--- config.mk ---
export PLATFORM = sky130hd
export DESIGN_NAME = pcpb_top
export DESIGN_NICKNAME = d
export VERILOG_FILES = /design/src/rtl/pcpb_chan.v /design/src/rtl/pcpb_top.v
export VERILOG_INCLUDE_DIRS = /design/src /design/src/rtl
export SDC_FILE = /design/constraint.sdc
export NUM_CORES = 1
export LEC_CHECK = 0
export BUFFER_PORTS_ARGS = -buffer_cell sky130_fd_sc_hd__buf_2
export CORE_UTILIZATION = 40
export DETAILED_ROUTE_END_ITERATION = 7
export PLACE_DENSITY = 0.73
export SYNTH_ARGS = -nofsm -noshare
export SYNTH_HDL_FRONTEND = slang
export SYNTH_HIERARCHICAL = 1
export SYNTH_SLANG_ARGS = --single-unit
--- constraint.sdc ---
create_clock -name clk_i -period 1.8 [get_ports clk_i]
set_input_delay 0.27 -clock clk_i [delete_from_list [all_inputs] [get_ports clk_i]]
set_output_delay 0.27 -clock clk_i [all_outputs]
set_load 0.1 [all_outputs]
--- src/rtl/pcpb_consts.vh ---
/*
 Constants for the push-button command block: register offsets, field
 positions, mode encodings, fault codes and class limits.
 Assumes it is included by bare name from design files under rtl/.
*/
`ifndef PCPB_CONSTS_VH
`define PCPB_CONSTS_VH

// ==========================================================
// Register offsets and read-data values
`define PCPB_RESTART_ADDR 8'h18
`define PCPB_POWER_ADDR 8'h19
`define PCPB_CMD_RESET 8'h00
`define PCPB_READ_ZERO 8'h00

// ==========================================================
// Field positions (upper nibble / lower nibble)
`define PCPB_HI_LSB 4
`define PCPB_LO_LSB 0

// ==========================================================
// Operating modes
`define PCPB_MODE_OFF 2'h0
`define PCPB_MODE_MANUAL 2'h1
`define PCPB_MODE_SEMI 2'h2
`define PCPB_MODE_AUTO 2'h3

// ==========================================================
// Fault code for insufficient power
`define PCPB_FAULT_NOPWR 4'h7

// ==========================================================
// Class boundaries
`define PCPB_CLASS_HIGH_MIN 4'h5

`endif

--- src/rtl/pcpb_chan.v ---
/*
 One channel of the push-button command logic: holds deferred restart
 and pending power-on requests and decides when to act on them.
 Assumes one-cycle request pulses from the register decoder and status
 levels from the rest of the controller, all on clk_i.
*/
`include "pcpb_consts.vh"

module pcpb_chan (
   // Clock and reset
   input wire clk_i,
   input wire nrst_i,
   // Mode and channel status
   input wire [1:0] mode_i,
   input wire cooldown_i,
   input wire disconnect_i,
   input wire det_en_i,
   input wire cls_en_i,
   input wire cls_done_i,
   input wire cls_valid_i,
   input wire alloc_ok_i,
   input wire [3:0] class_i,
   input wire four_pair_i,
   input wire single_sig_i,
   input wire partner_on_i,
   input wire is_secondary_i,
   input wire partner_on_req_i,
   // Requests
   input wire det_req_i,
   input wire cls_req_i,
   input wire on_req_i,
   input wire off_req_i,
   // Actions
   output reg det_cycle_o,
   output reg cls_cycle_o,
   output reg det_en_set_o,
   output reg cls_en_set_o,
   output reg single_cycle_o,
   output reg power_on_o,
   output reg power_off_o,
   output reg start_fault_o
);

   reg det_hold_reg;
   reg cls_hold_reg;
   reg on_pend_reg;
   reg cycle_run_reg;
   wire active;
   wire det_go;
   wire cls_go;
   wire single_sig_fail;

   assign active = (mode_i != `PCPB_MODE_OFF);
   // Deferred restart fires once cool-down lifts
   assign det_go = (det_req_i | det_hold_reg) & ~cooldown_i;
   assign cls_go = (cls_req_i | cls_hold_reg) & ~cooldown_i;
   // Lone power-on of a high-class single-signature port cannot be met
   assign single_sig_fail = four_pair_i & single_sig_i & ~partner_on_i & ~partner_on_req_i &
      (class_i >= `PCPB_CLASS_HIGH_MIN);

   // ==========================================================
   // Request holding and action decode
   always @(posedge clk_i) begin
      det_cycle_o <= 1'b0;
      cls_cycle_o <= 1'b0;
      det_en_set_o <= 1'b0;
      cls_en_set_o <= 1'b0;
      single_cycle_o <= 1'b0;
      power_on_o <= 1'b0;
      power_off_o <= 1'b0;
      start_fault_o <= 1'b0;
      if (!nrst_i) begin
         det_hold_reg <= 1'b0;
         cls_hold_reg <= 1'b0;
         on_pend_reg <= 1'b0;
         cycle_run_reg <= 1'b0;
      end else if (off_req_i && active) begin
         // Off wins over a same-write on and drops anything pending
         power_off_o <= 1'b1;
         det_hold_reg <= 1'b0;
         cls_hold_reg <= 1'b0;
         on_pend_reg <= 1'b0;
         cycle_run_reg <= 1'b0;
      end else if (active) begin
         // Restart requests are accepted during cool-down, acted on after
         det_hold_reg <= (det_req_i | det_hold_reg) & cooldown_i;
         cls_hold_reg <= (cls_req_i | cls_hold_reg) & cooldown_i;
         if (mode_i == `PCPB_MODE_MANUAL) begin
            det_cycle_o <= det_go;
            cls_cycle_o <= cls_go;
         end else if (mode_i == `PCPB_MODE_SEMI) begin
            det_en_set_o <= det_go;
            cls_en_set_o <= cls_go;
         end
         if (on_req_i && (cooldown_i || disconnect_i)) begin
            on_pend_reg <= 1'b0;
         end else if (on_req_i) begin
            if (mode_i == `PCPB_MODE_MANUAL) begin
               power_on_o <= 1'b1;
            end else if (is_secondary_i && single_sig_i && partner_on_i) begin
               power_on_o <= 1'b1;
            end else if (four_pair_i && partner_on_i && !single_sig_i) begin
               // Uses only the allocation seen right now; no class is checked
               power_on_o <= alloc_ok_i;
               start_fault_o <= ~alloc_ok_i;
            end else if (mode_i == `PCPB_MODE_AUTO && four_pair_i && !partner_on_req_i) begin
               on_pend_reg <= 1'b0;
            end else begin
               on_pend_reg <= 1'b1;
               // Without cycling enables a single full cycle is started
               if (!(det_en_i && cls_en_i)) begin
                  single_cycle_o <= 1'b1;
                  cycle_run_reg <= 1'b1;
               end
            end
         end else if (on_pend_reg && (cooldown_i || disconnect_i)) begin
            on_pend_reg <= 1'b0;
            cycle_run_reg <= 1'b0;
         end else if (on_pend_reg && cls_done_i) begin
            // Power straight after classification, or give up with no retry
            on_pend_reg <= 1'b0;
            cycle_run_reg <= 1'b0;
            if (single_sig_fail) begin
               start_fault_o <= 1'b1;
            end else if (cls_valid_i && alloc_ok_i) begin
               power_on_o <= 1'b1;
            end
         end
      end else begin
         det_hold_reg <= 1'b0;
         cls_hold_reg <= 1'b0;
         on_pend_reg <= 1'b0;
         cycle_run_reg <= 1'b0;
      end
   end

endmodule // pcpb_chan

--- src/rtl/pcpb_top.v ---
/*
 Push-button command registers for a four-channel power-sourcing quad:
 the restart register and the power-enable register, with per-channel
 action logic.
 Assumes a byte register port from the serial host interface (address,
 data, write and read strobes) on clk_i, and status levels from the rest
 of the controller on the same clock.
*/
`include "pcpb_consts.vh"

// Contract
// - writing 1 triggers that channel's cycle
// - class restarts high nibble, detect low
// - manual mode runs exactly one cycle
// - semi auto sets detect/class enable bit
// - restart register always reads zero
// - restart during cool-down deferred until end
// - power commands act except in off
// - power-off high nibble, power-on low nibble
// - off and on together turn off
// - cool-down or disconnect discards power-on
// - semi auto lone power-on powers one channel
// - high-class single signature lone on faults
// - class four or below powers one pair
// - secondary powers at once after primary
// - dual signature uses partner class, allocation; code checks only alloc_ok_i, no class
// - manual mode power-on is immediate
// - invalid result stays off, no retry
// - pending power-on applied after classification
// - auto with enables off runs one cycle
// - power-off disables and clears channel state
module pcpb_top #(
   parameter NCH = 4
) (
   // Clock and reset
   input wire clk_i,
   input wire nrst_i,
   // Register port
   input wire [7:0] reg_addr_i,
   input wire [7:0] reg_wdata_i,
   input wire reg_wr_i,
   input wire reg_rd_i,
   output reg [7:0] reg_rdata_o,
   output reg reg_hit_o,
   // Mode and status
   input wire [1:0] mode_i,
   input wire [NCH-1:0] cooldown_i,
   input wire [NCH-1:0] disconnect_i,
   input wire [NCH-1:0] det_en_i,
   input wire [NCH-1:0] cls_en_i,
   input wire [NCH-1:0] cls_done_i,
   input wire [NCH-1:0] cls_valid_i,
   input wire [NCH-1:0] alloc_ok_i,
   input wire [4*NCH-1:0] class_i,
   input wire [NCH-1:0] four_pair_i,
   input wire [NCH-1:0] single_sig_i,
   input wire [NCH-1:0] chan_on_i,
   // Actions toward the controller
   output wire [NCH-1:0] det_cycle_o,
   output wire [NCH-1:0] cls_cycle_o,
   output wire [NCH-1:0] det_en_set_o,
   output wire [NCH-1:0] cls_en_set_o,
   output wire [NCH-1:0] single_cycle_o,
   output wire [NCH-1:0] power_on_o,
   output wire [NCH-1:0] power_off_o,
   output wire [NCH-1:0] start_fault_o,
   output reg [3:0] fault_code_o
);

   // ==========================================================
   // Command capture
   reg [NCH-1:0] class_restart_req;
   reg [NCH-1:0] detect_restart_req;
   reg [NCH-1:0] chan_off_req;
   reg [NCH-1:0] chan_on_req;
   wire wr_restart;
   wire wr_power;

   assign wr_restart = reg_wr_i && (reg_addr_i == `PCPB_RESTART_ADDR);
   assign wr_power = reg_wr_i && (reg_addr_i == `PCPB_POWER_ADDR);

   // Bits live for one cycle only, so nothing stays latched
   always @(posedge clk_i) begin
      if (!nrst_i) begin
         class_restart_req <= {NCH{1'b0}};
         detect_restart_req <= {NCH{1'b0}};
         chan_off_req <= {NCH{1'b0}};
         chan_on_req <= {NCH{1'b0}};
      end else begin
         class_restart_req <= wr_restart ? reg_wdata_i[`PCPB_HI_LSB +: NCH] : {NCH{1'b0}};
         detect_restart_req <= wr_restart ? reg_wdata_i[`PCPB_LO_LSB +: NCH] : {NCH{1'b0}};
         // Off mode ignores power commands entirely
         chan_off_req <= (wr_power && mode_i != `PCPB_MODE_OFF) ?
            reg_wdata_i[`PCPB_HI_LSB +: NCH] : {NCH{1'b0}};
         chan_on_req <= (wr_power && mode_i != `PCPB_MODE_OFF) ?
            reg_wdata_i[`PCPB_LO_LSB +: NCH] : {NCH{1'b0}};
      end
   end

   // ==========================================================
   // Read path: both registers are write-only and read as zero
   always @(posedge clk_i) begin
      if (!nrst_i) begin
         reg_rdata_o <= `PCPB_CMD_RESET;
         reg_hit_o <= 1'b0;
      end else begin
         reg_rdata_o <= `PCPB_READ_ZERO;
         reg_hit_o <= (reg_rd_i | reg_wr_i) &&
            ((reg_addr_i == `PCPB_RESTART_ADDR) || (reg_addr_i == `PCPB_POWER_ADDR));
      end
   end

   // ==========================================================
   // Fault code: latest insufficient-power fault
   always @(posedge clk_i) begin
      if (!nrst_i) begin
         fault_code_o <= 4'h0;
      end else if (|start_fault_o) begin
         fault_code_o <= `PCPB_FAULT_NOPWR;
      end
   end

   // ==========================================================
   // Per-channel action logic; 4-pair partners are channel pairs 0/1, 2/3
   genvar g;
   generate
      for (g = 0; g < NCH; g = g + 1) begin : g_chan
         pcpb_chan u_chan (
            .clk_i(clk_i),
            .nrst_i(nrst_i),
            .mode_i(mode_i),
            .cooldown_i(cooldown_i[g]),
            .disconnect_i(disconnect_i[g]),
            .det_en_i(det_en_i[g]),
            .cls_en_i(cls_en_i[g]),
            .cls_done_i(cls_done_i[g]),
            .cls_valid_i(cls_valid_i[g]),
            .alloc_ok_i(alloc_ok_i[g]),
            .class_i(class_i[4*g +: 4]),
            .four_pair_i(four_pair_i[g]),
            .single_sig_i(single_sig_i[g]),
            .partner_on_i(chan_on_i[g ^ 1]),
            .is_secondary_i((g % 2) == 1),
            .partner_on_req_i(chan_on_req[g ^ 1]),
            .det_req_i(detect_restart_req[g]),
            .cls_req_i(class_restart_req[g]),
            .on_req_i(chan_on_req[g]),
            .off_req_i(chan_off_req[g]),
            .det_cycle_o(det_cycle_o[g]),
            .cls_cycle_o(cls_cycle_o[g]),
            .det_en_set_o(det_en_set_o[g]),
            .cls_en_set_o(cls_en_set_o[g]),
            .single_cycle_o(single_cycle_o[g]),
            .power_on_o(power_on_o[g]),
            .power_off_o(power_off_o[g]),
            .start_fault_o(start_fault_o[g])
         );
      end
   endgenerate

endmodule // pcpb_top

Word level (Yosys, flattened, before mapping) --
Index checks and enable logic that the tools add are counted.
Word-level totals: register bits after elaboration 62, input port bits 78
Cells by class: magnitude comparators 4, mux-type cells 90, reductions and logical operators 91, equality and inequality tests 15, bitwise operators 61
Operators with widths (number):
- 2-to-1 mux 1 bit | 90
- logical AND 1 bit | 46
- OR reduction 4 bit | 9
- bitwise AND 1 bit | 32
- inequality test 2 bit (second input constant) | 10
- inverter 1 bit | 20
- OR reduction 5 bit | 4
- OR reduction 9 bit | 2
- == test 8 x 5 -> 1 bit (second input constant) | 2
- greater-or-equal comparator 4 x 3 -> 1 bit (second input constant) | 4
- OR reduction 8 bit | 2
- nonzero test 3 bit | 4
- OR reduction 3 bit | 4
- bitwise OR 1 bit | 9
- logical NOT 1 bit | 8
- AND reduction 4 bit | 2
- AND reduction 3 bit | 2
- logical OR 1 bit | 5
- == test 2 bit (second input constant) | 2
- AND reduction 2 bit | 2
- == test 2 x 1 -> 1 bit (second input constant) | 1
- nonzero test 2 bit | 1

Longest topological paths before layout --
Gate-level depths: netlist of run 1.
depth in word-level cells 8, mapped depth 4, depth with buffers taken out 4

Hierarchy --
Netlist of run 1, hierarchy kept.
By module, submodules not included:
- pcpb_chan | seq. area each 220.2 um2, cells each 55, area an instance 483.0 um2, instances 4
- pcpb_top | seq. area each 360.3 um2, cells each 68, area an instance 752.0 um2, instances 1

Least setup slack after synthesis of run 1 --
No wires, ideal clock.
path kind register -> output, start point register, netlist name fault_code_o[0], end point output port fault_code_o[1], arrival 1392 ps, cell stages (with the launch flop) 2, required time 1530 ps, path slack 138 ps, cells stage by stage dfxtp_1 > buf_4
RTL lines:
- end, declared | line pcpb_top.v:67 | output reg [3:0] fault_code_o
No word-level cell between the ends.

Worst setup path after layout of run 1 --
start point register g_chan[0].u_chan.start_fault_o, end point output port start_fault_o[0]
RTL lines:
- start, declared | line pcpb_chan.v:41 | output reg start_fault_o
- start signal, assigned | line pcpb_chan.v:105 | start_fault_o <= ~alloc_ok_i;
- end, declared | line pcpb_top.v:66 | output wire [NCH-1:0] start_fault_o,
No word-level cell between the ends.

==> summary.txt, run 1 <==
Status
  – Status: finished with violations
  – Failing checks: design-rule violations

Detailed routing
  – Aggregate routed wire length: 6210 um
  – Detailed-route via count: 2496
  – DRC viols: 13
  – Initial DRC Count: 88
  – Drt pass-1 iters: 7
  – Final ANT Viol Nets: 0
  – Routed wire per std cell: 12.44 um
  – Vias per cell: 5.002

Worst hold path
  – Hold endpoint: g_chan[2].u_chan/single_cycle_o$_SDFF_PP0_
  – Hold depth: 2
  – Hold Path Class: in -> reg
  – Hold_sp: chan_on_i[3]

Power and ir drop
  – PD cells: 831.7 mW/mm2
  – Pleak: 1.592 nW
  – Sequential Power Share: 0.468
  – Psw: roughly 740 uW
  – Internal Pwr Total: 2.195 mW
  – Final Total Pwr: between 2 and 3 mW
  – VDD IR max: 0.0004694 V
  – Gate power share: 0.112
  – Switch share: 0.2515
  – Clk pwr share: 0.420

Placed design
  – Inst Count DP: 483
  – Port Buffers: between 100 and 150
  – Setup WS pre-CTS: 357.7 ps
  – Hpwl dp: 4696 um
  – Area after DPL: around 0.0033 mm2
  – GP Congestion: just under 0.8

Synth
  – YS warnings: 6
  – Post-synthesis cell area: 0.002684 mm2
  – Post-synthesis sequential area ratio: 0.4625
  – Avg Cell Area, Syn: 9.319 um2
  – Syn Inst Count: 288
  – #FFs+latches synth: 62
  – Unique masters post-synth: 37

Timing
  – Final Worst Setup Slack: 405.0 ps
  – RSZ-0062 raised after global routing: false
  – Sum of negative setup slack: 0 ps
  – Least-Margin Pin Slew: 786.3 ps
  – Max Slew Vio Count: 0
  – Crit path time final: 1395 ps
  – Final Setup Violations: 0
  – Final Hold Vio Count: 0
  – Worst hold slack: approximately 160 ps
  – Period utilization: 0.7750
  – Max Clk Rate: 0.7169 GHz
  – Worst clock skew: approximately 6.3 ps
  – Max_slew headroom: 0.4735

Floorplanning
  – Starting Density: 0.4179
  – # IOs: about 120
  – Area of the core: 0.006422 mm2
  – Die X: 83.91 um
  – Die area: 0.007041 mm2
  – Die Ht: roughly 84 um
  – Row cnt: 29

Finish
  – Final core occ: 0.5490
  – Synthesis-to-layout area growth: 31.38%
  – # nets final: about 500
  – Final Cell Area: 0.003526 mm2
  – Number of diodes: 0
  – Final std cells w/o fill: between 400 and 500
  – Layout cell share with drive strength beyond 1: 0.3720

Global route
  – Initial antenna violation count: 0
  – Largest net degree at the start of global routing: 18
  – First-pass GRT wire length: ~10000 um
  – Vias in the first global route: 2394
  – Grt ovf: 0
  – GRT Total Usage: 0.1856

CTS
  – CTS H-tree depth: 3
  – Later-pin clock latency in the skew report: 330 ps
  – CTS Hold Bufs: 0
  – Clock Pin Slew Worst Setup and Hold Paths: ~70 ps
  – Total CTS buffers: 9
  – Clk sinks: between 60 and 70
  – Postcts setup bufs: 0
  – Maximum buffer depth of the clock tree: 2
  – CTS tree: built
  – Post_cts resized: 0
  – Clock Tree Root: clkbuf_8

Run
  – Max_cap viols: 0

Worst setup path
  – Worst setup EP type: primary output
  – Crit-path max cell delay: 440 ps
  – R2R setup slack: 450 ps
  – Worst-path cell chain: buf_2
  – CP required: roughly 1500 ps
  – Crit-path max FO: 2
  – Crit path kind: reg -> out
  – CP arrival: 1120 ps
  – CP Launch Type: flop
  – CP Buf/Inv Count: 1
  – Worst R2R Start: chan_on_req[0]$_SDFF_PN0_
  – FF-to-FF End: g_chan[0].u_chan/power_on_o$_SDFF_PP0_
  – Cell family with most CP delay: buffers and inverters
  – Reg2Reg Depth: 4
  – Worst path slowest cell: buf_2
-- layout make-up --
class,count,area (um2)
inverter,16,60.06
timing repair buffer,119,610.6
clock buffer,12,155.1
multi-input combinational,209,1318
fill,595,2897
sequential,62,1241
clock inverter,4,45.04
tap,77,96.34
-- metal layers --
layer | GRT usage | part of all wire | vias to the layer above
met5 | 0 | 0 | -
met1 | 0.2143 | 0.45 | 1123
met4 | 0.1019 | 0.018 | 0
li1 | - | - | 1279
met2 | 0.3137 | 0.49 | 80
met3 | 0.04649 | 0.045 | 14
-- synthesized netlist by cell type, drive strengths merged --
library cell | n | area share
a211oi | 4 | 0.011
a21oi | 4 | 0.0075
a31o | 4 | 0.013
a31oi | 4 | 0.0093
and3 | 4 | 0.0093
buf | 14 | 0.042
clkbuf | 2 | 0.0028
conb | 2 | 0.0028
dfxtp | 62 | 0.46
inv | 16 | 0.022
mux2 | 4 | 0.017
nand2 | 20 | 0.028
nand2b | 5 | 0.012
nand3 | 4 | 0.0075
nand4 | 8 | 0.019
nand4b | 8 | 0.026
nand4bb | 1 | 0.0042
nor2 | 29 | 0.041
nor2b | 8 | 0.019
nor3 | 13 | 0.034
nor4 | 16 | 0.062
nor4bb | 4 | 0.015
o211a | 4 | 0.015
o211ai | 5 | 0.014
o21a | 5 | 0.014
o21ai | 24 | 0.045
o32a | 4 | 0.015
or2b | 4 | 0.011
or3b | 4 | 0.013
or4 | 1 | 0.0028
or4b | 1 | 0.0051
-- power groups by stage --
stage               Sequential (mW)  Clock [mW]  Combinational, mW
floorplan                      1.40           0              0.195
global placement               1.40           0              0.323
detailed placement             1.40           0              0.327
CTS                            1.37        1.26              0.328
global route                   1.37        1.34              0.358
finish                         1.37        1.23              0.330
-- layout by cell type, fill, tap and decap left out, types with 6 or more instances in the layout --
cell | Yosys | routed
o21ai_0 | 24 | 24
nor2_1 | 29 | 29
conb_1 | 2 | 17
nand4b_1 | 8 | 8
inv_1 | 16 | 16
nand4_1 | 8 | 8
clkbuf_8 | 0 | 11
buf_4 | 11 | 6
nor4_1 | 7 | 7
nor4_2 | 8 | 8
nor3_1 | 8 | 8
nand2_1 | 20 | 20
dfxtp_1 | 62 | 62
nor2b_1 | 8 | 8
buf_2 | 1 | 113
-- how the worst max path moves through the flow --
stage / to / cells past startpoint / slack, ps / startpoint
floorplan: fault_code_o[1] / 1 / 140 / fault_code_o[0]$_SDFFE_PN0P_
global placement: chan_on_req[1]$_SDFF_PN0_ / 3 / 420 / reg_addr_i[7]
detailed placement: detect_restart_req[3]$_SDFF_PN0_ / 3 / 360 / reg_addr_i[7]
CTS: start_fault_o[0] / 1 / 370 / g_chan[0].u_chan/start_fault_o$_SDFF_PP0_
global route: start_fault_o[2] / 1 / 360 / g_chan[2].u_chan/start_fault_o$_SDFF_PP0_
finish: start_fault_o[0] / 1 / 410 / g_chan[0].u_chan/start_fault_o$_SDFF_PP0_
-- logic make-up (layout without fill, tap and decap cells) --
group / Yosys count / after routing / synth area share
AO/OA/AOI/OAI: 58 / 58 / 0.1436
AND/OR/NAND/NOR: 130 / 130 / 0.3068
multiplexers: 4 / 4 / 0.01678
other: 2 / 17 / 0.002798
flip-flops: 62 / 62 / 0.4625
buffers and inverters: 32 / 151 / 0.06760
Power figures use the tool's default switching activity.
==> inputs of run 2 (changes only) <==
- PLACE_DENSITY: 0.73 -> 0.76
- clock period: 1.8 -> 1.2 ns (I/O delays scaled with it)
==> summary.txt, run 2 (synthesis results as in run 1) <==
Placed design
  – Setup WS pre-CTS: -155.7 ps (was 357.7 ps)
  – Hpwl dp: 5374 um (was 4696 um)
  – GP Congestion: 0.7497 (was 0.7789)
  – Port Buffers: 113 (unchanged)
  – Area after DPL: 0.004033 mm2 (was 0.003326 mm2)
  – Inst Count DP: 503 (was 483)

Worst setup path
  – Cell family with most CP delay: simple AND/OR/NAND/NOR gates (was buffers and inverters)
  – CP Buf/Inv Count: 0 (was 1)
  – CP arrival: 1500 ps (was 1120 ps)
  – Worst setup EP type: flop (was primary output)
  – CP Launch Type: flop (unchanged)
  – Worst-path cell chain: nor3_4 -> nand3_2 -> or3b_1 -> a31oi_1 (was buf_2)
  – Crit-path max cell delay: 390 ps (was 440 ps)
  – Worst path slowest cell: or3b_1 (was buf_2)
  – Crit path kind: reg -> reg (was reg -> out)
  – Crit-path max FO: 6 (was 2)
  – CP required: 1460 ps (was 1530 ps)

CTS
  – Later-pin clock latency in the skew report: 330 ps (about the same)
  – Maximum buffer depth of the clock tree: 2 (unchanged)
  – Total CTS buffers: 9 (unchanged)
  – CTS tree: built (unchanged)
  – CTS H-tree depth: 3 (unchanged)
  – Clock Tree Root: clkbuf_8 (unchanged)
  – Clk sinks: 62 (unchanged)
  – Clock Pin Slew Worst Setup and Hold Paths: 70 ps (about the same)

Timing
  – Final Worst Setup Slack: -36.65 ps (was 405.0 ps)
  – Final Setup Violations: 5 (was 0)
  – RSZ-0062 raised after global routing: true (was false)
  – Period utilization: 1.031
  – Max Clk Rate: about 0.81 GHz
  – Crit path time final: 1237 ps
  – Max Slew Vio Count: 0 (unchanged)
  – Sum of negative setup slack: -131.1 ps (was 0 ps)
  – Final Hold Vio Count: 0 (unchanged)
  – Worst clock skew: 4.491 ps (was 6.306 ps)

Detailed routing
  – Vias per cell: 5.145 (was 5.002)
  – Routed wire per std cell: 14.10 um (was 12.44 um)
  – Aggregate routed wire length: 7402 um (was 6210 um)
  – DRC viols: 14 (was 13)
  – Detailed-route via count: 2701 (was 2496)
  – Drt pass-1 iters: 6 (was 7)
  – Final ANT Viol Nets: 0 (unchanged)
  – Initial DRC Count: 127 (was 88)

Global route
  – Initial antenna violation count: 0 (unchanged)
  – Largest net degree at the start of global routing: 18 (unchanged)
  – GRT Total Usage: 0.2123 (was 0.1856)
  – Grt ovf: 0 (unchanged)
  – First-pass GRT wire length: 11770 um (was 10320 um)
  – Vias in the first global route: 2682 (was 2394)

Floorplanning
  – Die Ht: 83.91 um (unchanged)
  – Die X: 83.91 um (unchanged)
  – Starting Density: 0.4179 (unchanged)
  – # IOs: 123 (unchanged)
  – Die area: 0.007041 mm2 (unchanged)
  – Area of the core: 0.006422 mm2 (unchanged)
  – Row cnt: 29 (unchanged)

Run
  – Max_cap viols: 0 (unchanged)

Worst hold path
  – Hold Path Class: in -> reg (unchanged)

Status
  – Failing checks: design-rule violations, negative setup slack (was design-rule violations)
  – Status: finished with violations (unchanged)

Finish
  – Fillers: 471 (was 595)
  – Synthesis-to-layout area growth: 62.80% (was 31.38%)
  – Commonest cells after routing, fill and taps aside: 77 x buf_2, 53 x dfxtp_1, 36 x buf_12 (was 113 x buf_2, 62 x dfxtp_1, 29 x nor2_1)
  – Final std cells w/o fill: 525 (was 499)
  – # nets final: 521 (was 495)
  – Layout cell share with drive strength beyond 1: 0.4420 (was 0.3720)
  – Commonest non-fill, non-tap cell in the layout: buf_2 (unchanged)
  – Final Cell Area: 0.004369 mm2 (was 0.003526 mm2)
  – Number of diodes: 0 (unchanged)

Power and ir drop
  – Final Total Pwr: 4.508 mW (was 2.932 mW)
  – PD cells: 1032 mW/mm2 (was 831.7 mW/mm2)
  – VDD IR max: 0.0006039 V (was 0.0004694 V)
  – Pleak: 1.820 nW (was 1.592 nW)
==> run 2: what timing repair did <==
| action | CTS | global route |
|---|---|---|
| resized for setup | 15 | 10 |
| endpoints found under the setup margin | 11 | 12 |
| hold buffers | 0 | 0 |
| setup buffers | 6 | 1 |
| pin swaps | 14 | 10 |
==> run 2: layout make-up <==
type / instances / area [um2] / area share
timing repair buffer: 145 / 1354 / 0.3099
sequential: 62 / 1272 / 0.2912
inverter: 16 / 60.06 / 0.01375
clock inverter: 3 / 40.04 / 0.009164
tap: 77 / 96.34 / 0.02205
clock buffer: 13 / 170.2 / 0.03895
multi-input combinational: 209 / 1376 / 0.3150
==> run 2: metrics by stage <==
stage	hold slack [ps]	utilization
after floorplan	259.3	-
after global placement	400.6	0.6279
after detailed placement	411.1	0.6279
after CTS	54.41	0.6754
after global routing	67.08	0.6803
final	70.35	0.6803
==> run 2: where the power goes <==
| part | total, mW | switching [mW] | internal [mW] |
|---|---|---|---|
| combinational | 0.551 | 0.347 | 0.205 |
| sequential | 2.04 | 0.000387 | 2.04 |
| clock | 1.92 | 0.779 | 1.14 |
==> run 2: final timing paths <==
kind	slack, ps	end	startpoint	cells after the start
worst min register to register	460	g_chan[0].u_chan/power_off_o$_SDFF_PN0_	chan_off_req[0]$_SDFF_PN0_	1
worst max-delay path	-40	g_chan[2].u_chan/power_on_o$_SDFF_PP0_	chan_on_req[2]$_SDFF_PN0_	4
worst max register to register	-40	g_chan[2].u_chan/power_on_o$_SDFF_PP0_	chan_on_req[2]$_SDFF_PN0_	4
worst min-delay path	70	g_chan[3].u_chan/single_cycle_o$_SDFF_PP0_	chan_on_i[2]	2
==> run 2: layer usage <==
layer  GRT usage  share of wire  vias to the layer above  wire length (um)
met4      0.1207          0.030                        0               225
met5           0              0                        -                 0
met1      0.2358           0.41                     1240              3015
li1            -              -                     1331                 -
met3     0.04748          0.047                       24               349
met2      0.3726           0.51                      106              3812
